[src/logic/adcsq_consts.vh]
`ifndef ADCSQ_CONSTS_VH
`define ADCSQ_CONSTS_VH
// ----------------------------------------
// register map (byte addresses)
// ----------------------------------------
`define ADCSQ_ADDR_CTRL 4'h0
`define ADCSQ_ADDR_RESH 4'h4
`define ADCSQ_ADDR_RESL 4'h8
`define ADCSQ_ADDR_W 4
// ----------------------------------------
// control field positions
// ----------------------------------------
`define ADCSQ_BIT_BUSY 0
`define ADCSQ_BIT_PSC 1
`define ADCSQ_BIT_MUX 2
`define ADCSQ_BIT_MODE 3
`define ADCSQ_CH_HI 7
`define ADCSQ_CH_LO 4
`define ADCSQ_CTRL_RST 8'h00
`define ADCSQ_RESL_MASK 8'hC0
// ----------------------------------------
// channel codes
// ----------------------------------------
`define ADCSQ_CH_MUXOUT 4'hE
`define ADCSQ_CH_ADIN 4'hF
// ----------------------------------------
// timing
// ----------------------------------------
`define ADCSQ_DIV_SLOW 5'h10
`define ADCSQ_DIV_FAST 5'h01
`define ADCSQ_PH_SAMPLE 4'h3
`define ADCSQ_PH_AZERO 4'h4
`define ADCSQ_PH_CONV 4'hE
`define ADCSQ_PH_LAST 4'hE
`define ADCSQ_PH_FIRST 4'h0
`define ADCSQ_PH_SMP_END 4'h2
`define ADCSQ_PH_CNV_END 4'hD
`define ADCSQ_RES_W 10
`endif

[src/logic/adcsq_clkdiv.v]
`include "adcsq_consts.vh"
module adcsq_clkdiv (
  input wire clk_sys,
  input wire reset_n,
  input wire clkEn,
  input wire run,
  input wire divSel,
  output reg tick
);
  reg [4:0] cnt_reg;
  wire [4:0] lim = divSel ? `ADCSQ_DIV_SLOW : `ADCSQ_DIV_FAST;
  // ----------------------------------------
  // prescaler, held off while idle
  // ----------------------------------------
  always @(posedge clk_sys) begin
    if (!reset_n) begin
      cnt_reg <= 5'h00;
      tick <= 1'b0;
    end else if (clkEn) begin
      if (!run) begin
        cnt_reg <= 5'h00;
        tick <= 1'b0;
      end else if (cnt_reg + 5'h01 >= lim) begin
        cnt_reg <= 5'h00;
        tick <= 1'b1;
      end else begin
        cnt_reg <= cnt_reg + 5'h01;
        tick <= 1'b0;
      end
    end
  end
endmodule

[src/logic/adcsq_top.v]
`include "adcsq_consts.vh"
module adcsq_top (
  input wire clk_sys,
  input wire reset_n,
  input wire clkEn,
  input wire [`ADCSQ_ADDR_W-1:0] avs_address,
  input wire avs_read,
  input wire avs_write,
  input wire [31:0] avs_writedata,
  input wire [3:0] avs_byteenable,
  output reg [31:0] avs_readdata,
  output reg avs_waitrequest,
  input wire [`ADCSQ_RES_W-1:0] sarResult,
  output reg [3:0] chanSelPos,
  output reg [3:0] chanSelNeg,
  output reg diffMode,
  output reg chanEnable,
  output reg muxOutToPin14,
  output reg adInFromPin15,
  output reg convPowered,
  output reg convClkTick,
  output reg sampleOn,
  output reg autoZeroOn,
  output reg convertOn,
  output reg loadOn
);
  // ----------------------------------------
  // states
  // ----------------------------------------
  localparam [3:0] ST_IDLE = 4'b0001;
  localparam [3:0] ST_RUN = 4'b0010;
  localparam [3:0] ST_LOAD = 4'b0100;
  localparam [3:0] ST_ACK = 4'b1000;

  reg [7:0] ctrl_reg;
  reg [7:0] ctrl_next;
  reg [7:0] resHigh_reg;
  reg [7:0] resLow_reg;
  reg [3:0] state_reg;
  reg [3:0] phase_reg;
  reg [`ADCSQ_RES_W-1:0] sarSync1_reg;
  reg [`ADCSQ_RES_W-1:0] sarSync2_reg;

  // ----------------------------------------
  // write strobe decode for one register
  // ----------------------------------------
  function wrHit;
    input [3:0] st;
    input wr;
    input [`ADCSQ_ADDR_W-1:0] addr;
    input be0;
    input [`ADCSQ_ADDR_W-1:0] target;
    begin
      wrHit = (st == ST_ACK) && wr && be0 && (addr == target);
    end
  endfunction

  // ----------------------------------------
  // read data for one address
  // ----------------------------------------
  function [31:0] readMux;
    input [`ADCSQ_ADDR_W-1:0] addr;
    input [7:0] ctrl;
    input [7:0] resH;
    input [7:0] resL;
    begin
      case (addr)
        `ADCSQ_ADDR_CTRL: readMux = {24'h00_0000, ctrl};
        `ADCSQ_ADDR_RESH: readMux = {24'h00_0000, resH};
        `ADCSQ_ADDR_RESL: readMux = {24'h00_0000, resL & `ADCSQ_RESL_MASK};
        default: readMux = 32'h0000_0000;
      endcase
    end
  endfunction

  // ----------------------------------------
  // phase window test
  // ----------------------------------------
  function inPhase;
    input [3:0] ph;
    input [3:0] lo;
    input [3:0] hi;
    begin
      inPhase = (ph >= lo) && (ph <= hi);
    end
  endfunction

  // ----------------------------------------
  // next converter phase, wraps after load
  // ----------------------------------------
  function [3:0] nextPhase;
    input [3:0] ph;
    begin
      if (ph == `ADCSQ_PH_LAST) begin
        nextPhase = `ADCSQ_PH_FIRST;
      end else begin
        nextPhase = ph + 4'h1;
      end
    end
  endfunction

  // ----------------------------------------
  // decode
  // ----------------------------------------
  wire tick;
  wire busy = ctrl_reg[`ADCSQ_BIT_BUSY];
  wire [3:0] chan = ctrl_reg[`ADCSQ_CH_HI:`ADCSQ_CH_LO];
  wire req = avs_read | avs_write;
  wire wrCtrl = wrHit(state_reg, avs_write, avs_address, avs_byteenable[0], `ADCSQ_ADDR_CTRL);
  wire wrResH = wrHit(state_reg, avs_write, avs_address, avs_byteenable[0], `ADCSQ_ADDR_RESH);
  wire wrResL = wrHit(state_reg, avs_write, avs_address, avs_byteenable[0], `ADCSQ_ADDR_RESL);
  wire startEdge = wrCtrl && !busy && avs_writedata[`ADCSQ_BIT_BUSY];
  wire done = busy && tick && (phase_reg == `ADCSQ_PH_LAST);

  // ----------------------------------------
  // partner of a channel in a pair
  // ----------------------------------------
  function [3:0] pairOf;
    input [3:0] c;
    begin
      pairOf = {c[3:1], ~c[0]};
    end
  endfunction

  adcsq_clkdiv u_div (
    .clk_sys(clk_sys),
    .reset_n(reset_n),
    .clkEn(clkEn),
    .run(busy),
    .divSel(ctrl_reg[`ADCSQ_BIT_PSC]),
    .tick(tick)
  );

  // ----------------------------------------
  // bus slave: one wait cycle then answer
  // ----------------------------------------
  reg [3:0] bus_reg;
  always @(posedge clk_sys) begin
    if (!reset_n) begin
      bus_reg <= ST_IDLE;
      avs_waitrequest <= 1'b1;
      avs_readdata <= 32'h0000_0000;
    end else if (clkEn) begin
      case (bus_reg)
        ST_IDLE: begin
          avs_waitrequest <= 1'b1;
          if (req) begin
            bus_reg <= ST_ACK;
            avs_waitrequest <= 1'b0;
            avs_readdata <= readMux(avs_address, ctrl_reg, resHigh_reg, resLow_reg);
          end
        end
        ST_ACK: begin
          bus_reg <= ST_IDLE;
          avs_waitrequest <= 1'b1;
        end
        default: begin
          bus_reg <= ST_IDLE;
          avs_waitrequest <= 1'b1;
        end
      endcase
    end
  end
  always @* state_reg = bus_reg;

  // ----------------------------------------
  // control register
  // ----------------------------------------
  always @* begin
    ctrl_next = ctrl_reg;
    if (done) ctrl_next[`ADCSQ_BIT_BUSY] = 1'b0;
    if (wrCtrl) begin
      if (busy) begin
        ctrl_next[`ADCSQ_BIT_BUSY] = avs_writedata[`ADCSQ_BIT_BUSY];
      end else begin
        ctrl_next = avs_writedata[7:0];
      end
    end
  end
  always @(posedge clk_sys) begin
    if (!reset_n) begin
      ctrl_reg <= `ADCSQ_CTRL_RST;
    end else if (clkEn) begin
      ctrl_reg <= ctrl_next;
    end
  end

  // ----------------------------------------
  // conversion sequencer
  // ----------------------------------------
  always @(posedge clk_sys) begin
    if (!reset_n) begin
      phase_reg <= `ADCSQ_PH_FIRST;
    end else if (clkEn) begin
      if (!busy || startEdge) begin
        phase_reg <= `ADCSQ_PH_FIRST;
      end else if (tick) begin
        phase_reg <= nextPhase(phase_reg);
      end
    end
  end

  // ----------------------------------------
  // result input synchroniser
  // ----------------------------------------
  always @(posedge clk_sys) begin
    if (clkEn) begin
      sarSync1_reg <= sarResult;
      sarSync2_reg <= sarSync1_reg;
    end
  end

  // ----------------------------------------
  // result capture, no reset on data
  // ----------------------------------------
  always @(posedge clk_sys) begin
    if (clkEn) begin
      if (done) begin
        resHigh_reg <= sarSync2_reg[9:2];
        resLow_reg <= {sarSync2_reg[1:0], 6'h00};
      end else begin
        if (wrResH) resHigh_reg <= avs_writedata[7:0];
        if (wrResL) resLow_reg <= avs_writedata[7:0] & `ADCSQ_RESL_MASK;
      end
    end
  end

  // ----------------------------------------
  // analog steering outputs
  // ----------------------------------------
  always @(posedge clk_sys) begin
    if (!reset_n) begin
      chanSelPos <= 4'h0;
      chanSelNeg <= 4'h0;
      diffMode <= 1'b0;
      chanEnable <= 1'b0;
      muxOutToPin14 <= 1'b0;
      adInFromPin15 <= 1'b0;
      convPowered <= 1'b0;
      convClkTick <= 1'b0;
    end else if (clkEn) begin
      chanSelPos <= chan;
      chanSelNeg <= pairOf(chan);
      diffMode <= ctrl_reg[`ADCSQ_BIT_MODE];
      chanEnable <= busy | ctrl_reg[`ADCSQ_BIT_MUX];
      muxOutToPin14 <= ctrl_reg[`ADCSQ_BIT_MUX];
      adInFromPin15 <= ctrl_reg[`ADCSQ_BIT_MUX];
      convPowered <= busy;
      convClkTick <= tick && busy;
    end
  end

  // ----------------------------------------
  // converter phase levels
  // ----------------------------------------
  always @(posedge clk_sys) begin
    if (!reset_n) begin
      sampleOn <= 1'b0;
      autoZeroOn <= 1'b0;
      convertOn <= 1'b0;
      loadOn <= 1'b0;
    end else if (clkEn) begin
      sampleOn <= busy && inPhase(phase_reg, `ADCSQ_PH_FIRST, `ADCSQ_PH_SMP_END);
      autoZeroOn <= busy && inPhase(phase_reg, `ADCSQ_PH_SAMPLE, `ADCSQ_PH_SAMPLE);
      convertOn <= busy && inPhase(phase_reg, `ADCSQ_PH_AZERO, `ADCSQ_PH_CNV_END);
      loadOn <= busy && inPhase(phase_reg, `ADCSQ_PH_CONV, `ADCSQ_PH_LAST);
    end
  end
endmodule

[config.mk]
export PLATFORM = sky130hd
export DESIGN_NAME = adcsq_top
export DESIGN_NICKNAME = d
export VERILOG_FILES = /design/src/logic/adcsq_clkdiv.v /design/src/logic/adcsq_top.v
export VERILOG_INCLUDE_DIRS = /design/src /design/src/logic
export SDC_FILE = /design/constraint.sdc
export NUM_CORES = 1
export LEC_CHECK = 0
export BUFFER_PORTS_ARGS = -buffer_cell sky130_fd_sc_hd__buf_4
export CAP_MARGIN = 20
export CORE_MARGIN = 3
export CORE_UTILIZATION = 35
export CTS_CLUSTER_SIZE = 30
export DETAILED_ROUTE_END_ITERATION = 7
export GPL_ROUTABILITY_DRIVEN = 0
export PLACE_DENSITY_LB_ADDON = 0.25
export REMOVE_ABC_BUFFERS = 1
export SLEW_MARGIN = 20
export SYNTH_ARGS = -nofsm -noshare
export SYNTH_HDL_FRONTEND = slang
export SYNTH_SLANG_ARGS = --single-unit
[constraint.sdc]
create_clock -name clk_sys -period 5.2 [get_ports clk_sys]
set_input_delay 0.26 -clock clk_sys [delete_from_list [all_inputs] [get_ports clk_sys]]
set_output_delay 0.26 -clock clk_sys [all_outputs]
set_load 0.01 [all_outputs]
* Word-level counts from Yosys, hierarchy flattened
Cells that the tools add are included.
Cells by class: add/sub/neg operators 2, magnitude comparators 9, equal/unequal tests 6, mux-type cells 19, bitwise gates (word level) 4, reductions and logical operators 31
Operators by type and width (number):
- $mux 8 | 4
- $pmux 8 s3 | 1
- $mux 4 | 5
- $logic_and 1x1->1 | 17
- $mux 5 | 3
- $eq 4x4->1 const B | 3
- $reduce_and 2->1 | 5
- $le 4x2->1 const B | 2
- $le 4x4->1 const B | 2
- $reduce_bool 2->1 | 4
- $mux 1 | 6
- $reduce_and 3->1 | 2
- $add 5x1->5 const B | 1
- $ge 5x5->1 | 1
- $add 4x1->4 const B | 1
- $eq 4x1->1 const B | 1
- $eq 4x3->1 const B | 1
- $ge 4x1->1 const B | 1
- $ge 4x2->1 const B | 1
- $ge 4x3->1 const B | 1
- $ge 4x4->1 const B | 1
- $logic_not 4->1 | 1
- $ne 2x2->1 const B | 1
- $not 1->1 | 2
- other kinds (3) | 4
Word-level totals: register bits after elaboration 102, word-level logic and storage cells 94

* Depth between registers and ports, before layout
depth in word-level cells 9, gate-level depth with buffers 8

* By module
From an unflattened synthesis, not the netlist that was laid out.
Second synthesis, totals: cells, all modules 306, area total of the unflattened synthesis 3415.8 um^2
By module, submodules not included:
- adcsq_top | times used 1, cells an instance 264, area each 3039.2 um^2
- adcsq_clkdiv | times used 1, cells an instance 42, area each 376.6 um^2

* Worst setup path before layout
OpenSTA, ideal clock, no wires.
path type flip-flop to flip-flop, start point register u_div.cnt_reg[0], end point register u_div.cnt_reg[2], setup time 0.120 ns, arrival 1.784 ns, slack 3.296 ns, cell stages (with the launch flop) 9, buffers on the path 0, period minus slack after synthesis 1.904 ns, cells stage by stage dfxtp_1 -> ha_1 -> nand3_1 -> xnor2_1 -> ha_1 -> nor3_1 -> a21oi_1 -> nor3b_1 -> o31a_1
Between the ends: word-level cells in the longest chain between the ends 4
RTL lines:
- from (decl) | RTL line adcsq_clkdiv.v:10 | reg [4:0] cnt_reg;
- from (signal assigned) | RTL line adcsq_clkdiv.v:27 | cnt_reg <= cnt_reg + 5'h01;
- $add 5x1->5 (*) | RTL line adcsq_clkdiv.v:23, adcsq_clkdiv.v:27
- $ge 5x5->1 | RTL line adcsq_clkdiv.v:23 | end else if (cnt_reg + 5'h01 >= lim) begin
- $mux 5 (*) | RTL line adcsq_clkdiv.v:23
- $mux 5 (*) | RTL line adcsq_clkdiv.v:20 | if (!run) begin
Every way passes the cells marked *; elsewhere a longest branch is shown, timed or not. A chain may end at the register's enable or synchronous reset.

* Final worst setup path
Same ends and word-level chain as after synthesis.

==> reports/summary.txt <==
Status = finished clean
Root Buffer = clkbuf_8
Reg2Reg Setup Slack = 3.00 ns
Slew Limit Fails = 0
WHS = 0.07950 ns
Syn-to-layout area delta = 16.89%
Syn_area_per_cell = 11.07 um^2
Unrepaired setup endpoints after global routing = false
Clock latency on the worst-skew pair = 0.35 ns
First-pass GRT wire length = 9998 um
Worst Path Required = 5.43 ns
Sw Share = 22.40%
Leakage = 0.001473 uW
Total Wirelength = 6271 um
Share of cells above drive strength 1 = 23.30%
Netlist cell types = 42
Mapped Area = 3311 um^2
Clk pwr share = 39.4%
Placed Cells = 444
CTS resizes = 0
Die W = 103.3 um
Worst path top cell family by delay = compound AO/OA/AOI/OAI gates
Met3 track demand over resource = 2.951%
Setup bufs post-CTS = 0
CTS Buf Count = 9
Final nets = 409
Worst-Margin Slew = 0.8034 ns
Hold Path Class = primary input to flip-flop
Critical path's most frequent cell = ha_1
Count leader, synth = dfxtp_1
Initial DRT Pass Iterations = 4
GRT overflow = 0
Synth warn = 0
Max clock buf depth = 2
Tmin final = 2.195 ns
Cell taking the most area after synthesis = edfxtp_1
Worst-path clk slew = 0.08 ns
Fin cells = 460
CP max stage cell = a21oi_1
PortBufs = 54
DR WL/cell = 13.63 um
Seq/Total Area, Yosys = 53.21%
Final Cycle Share = 42.22%
Initial DRC Count = 76
Critical path peak fanout = 6
Post-synth EDFFs = 30
Synth top area cells = edfxtp_1 (27%), dfxtp_1 (26%), mux2i_1 (7.0%), buf_4 (6.3%), nor2b_1 (4.5%)
Vias per inst = 4.700
Initial Util = 37.06%
Combinational power share = 6.0%
Worst path cell trace = ha_1 > nand3_1 > xnor2_1 > ha_1 > nor4_1 > a21oi_1 > nor3b_1 > o31a_1
R2R Path Start = u_div.cnt_reg[0]
Vias = 2162
Final setup skew = 0.009788 ns
Die Y = 103.3 um
Worst Path Buf+Inv = 0
Max-cap violations = 0
Core ar. = 8934 um^2
CTS tree = yes
Reg power frac = 54.6%
Crit path kind = flip-flop to flip-flop
GRT busiest layer = met2
Synthesis-stage register bit count = 73
Upper clock frequency limit = 455.5 MHz
Int Power = 875.4 uW
Predominant post-synthesis flop cell = dfxtp_1
TNS Setup = 0 ns
M1 GR Usage = 16.08%
Asr flop ratio synth = 0%
Critical path endpoint category = flip-flop
Hold Path Depth = 1
Initial antenna violation count = 0
Syn Inst Count = 299
Final setup violation count = 0
Post-layout util = 43.32%
Vias in the first global route = 2081
Nature of the critical path startpoint = flip-flop
N_diodes = 0
Hold Startpoint = sarResult[5]
PwrDens = 291.5 nW/um^2
Gr usage total = 12.41%
GR Util met2 = 19.39%
Sw Pwr = 252.7 uW
Max-slew headroom = 46.04%
IO Count = 106
H-tree lvl count = 3
Die area = 10660 um^2
Core Rows = 34
Hold endpoint = sarSync1_reg[5]
Post-detailed-placement half-perimeter wirelength = 4168 um
Critical path's largest stage delay = 0.41 ns
CTS sink count = 73
Placed cell areas = 3672 um^2
Worst R2R Path Depth = 8
DRC = 0
Commonest cells post-synth = dfxtp_1 (43), edfxtp_1 (30), buf_4 (28)
R2r endpoint = u_div.cnt_reg[2]
Largest net degree at the start of global routing = 55
Hold_buf cts = 0
Post-synth top area share = 27.21%
Final Hold Vio Count = 0
Final Cell Area = 3870 um^2
VDD IR max = 0.0001099 V
# fillers = 863
ANT nets after route = 0
Worst Path Arrival = 2.42 ns
==> metal layers <==
layer / part of all wire, % / up-vias
li1: - / 1084
met1: 47 / 1011
met2: 45 / 58
met3: 5.3 / 9
met4: 2.1 / 0
met5: 0 / -
==> how the worst max path moves through the flow <==
stage | start | end | slack [ns] | cells after the start
final | u_div.cnt_reg[0] | u_div.cnt_reg[2] | 3.00 | 8
after global routing | u_div.cnt_reg[0] | u_div.cnt_reg[2] | 2.81 | 8
after CTS | u_div.cnt_reg[0] | u_div.cnt_reg[2] | 2.99 | 8
after detailed placement | clkEn | ctrl_reg[3] | 2.73 | 5
after global placement | clkEn | ctrl_reg[6] | 2.81 | 5
after floorplan | u_div.cnt_reg[0] | u_div.cnt_reg[2] | 3.30 | 8
==> final cells by class <==
class / count / area (um^2) / share of cell area [%]
clock buffer: 11 / 141.4 / 3.653
inverter: 12 / 45.04 / 1.164
sequential: 73 / 1762 / 45.52
clock inverter: 5 / 56.30 / 1.455
timing repair buffer: 56 / 420.4 / 10.86
multi-input combinational: 195 / 1310 / 33.85
tap: 108 / 135.1 / 3.492
==> placed cells by master (no fill, tap or decap), drive strengths merged, types with 3 or more instances in the layout <==
| cell type | synthesis | layout |
|---|---|---|
| nor2 | 7 | 7 |
| a21boi | 7 | 7 |
| a21oi | 10 | 10 |
| o21ai | 12 | 12 |
| nand2 | 12 | 12 |
| nand4 | 3 | 3 |
| conb | 1 | 24 |
| and2 | 9 | 9 |
| buf | 33 | 56 |
| o22ai | 4 | 4 |
| nand3 | 4 | 4 |
| nor2b | 24 | 24 |
| edfxtp | 30 | 30 |
| clkbuf | 9 | 11 |
| inv | 12 | 12 |
| nor3 | 10 | 10 |
| dfxtp | 43 | 43 |
| mux2 | 10 | 10 |
| nand2b | 6 | 6 |
| clkinv | 0 | 3 |
| mux2i | 23 | 23 |
| nand3b | 4 | 4 |
| ha | 7 | 7 |
==> cells by family after synthesis <==
| family | Yosys count | synth area share, % |
|---|---|---|
| compound gates | 40 | 7.445 |
| xor+xnor | 3 | 0.7938 |
| fa+ha+maj | 7 | 2.645 |
| buf+inv | 54 | 9.826 |
| flops | 73 | 53.21 |
| mux | 33 | 10.36 |
| other cells | 1 | 0.1133 |
| simple gates | 88 | 15.61 |
==> through the flow <==
step	setup WS [ns]	total power, uW
floorplan	3.296	656.5
global placement	2.811	696.3
detailed placement	2.733	697.2
CTS	2.988	1145
global route	2.814	1180
finish	3.005	1128
==> power by group through the flow <==
stage | registers, uW | logic (uW) | clock network, uW
floorplan | 629 | 27.5 | 0
global placement | 629 | 67.3 | 0
detailed placement | 629 | 67.7 | 0
CTS | 616 | 68.0 | 460
global route | 617 | 75.6 | 487
finish | 616 | 67.3 | 445
Power figures use the tool's default switching activity.
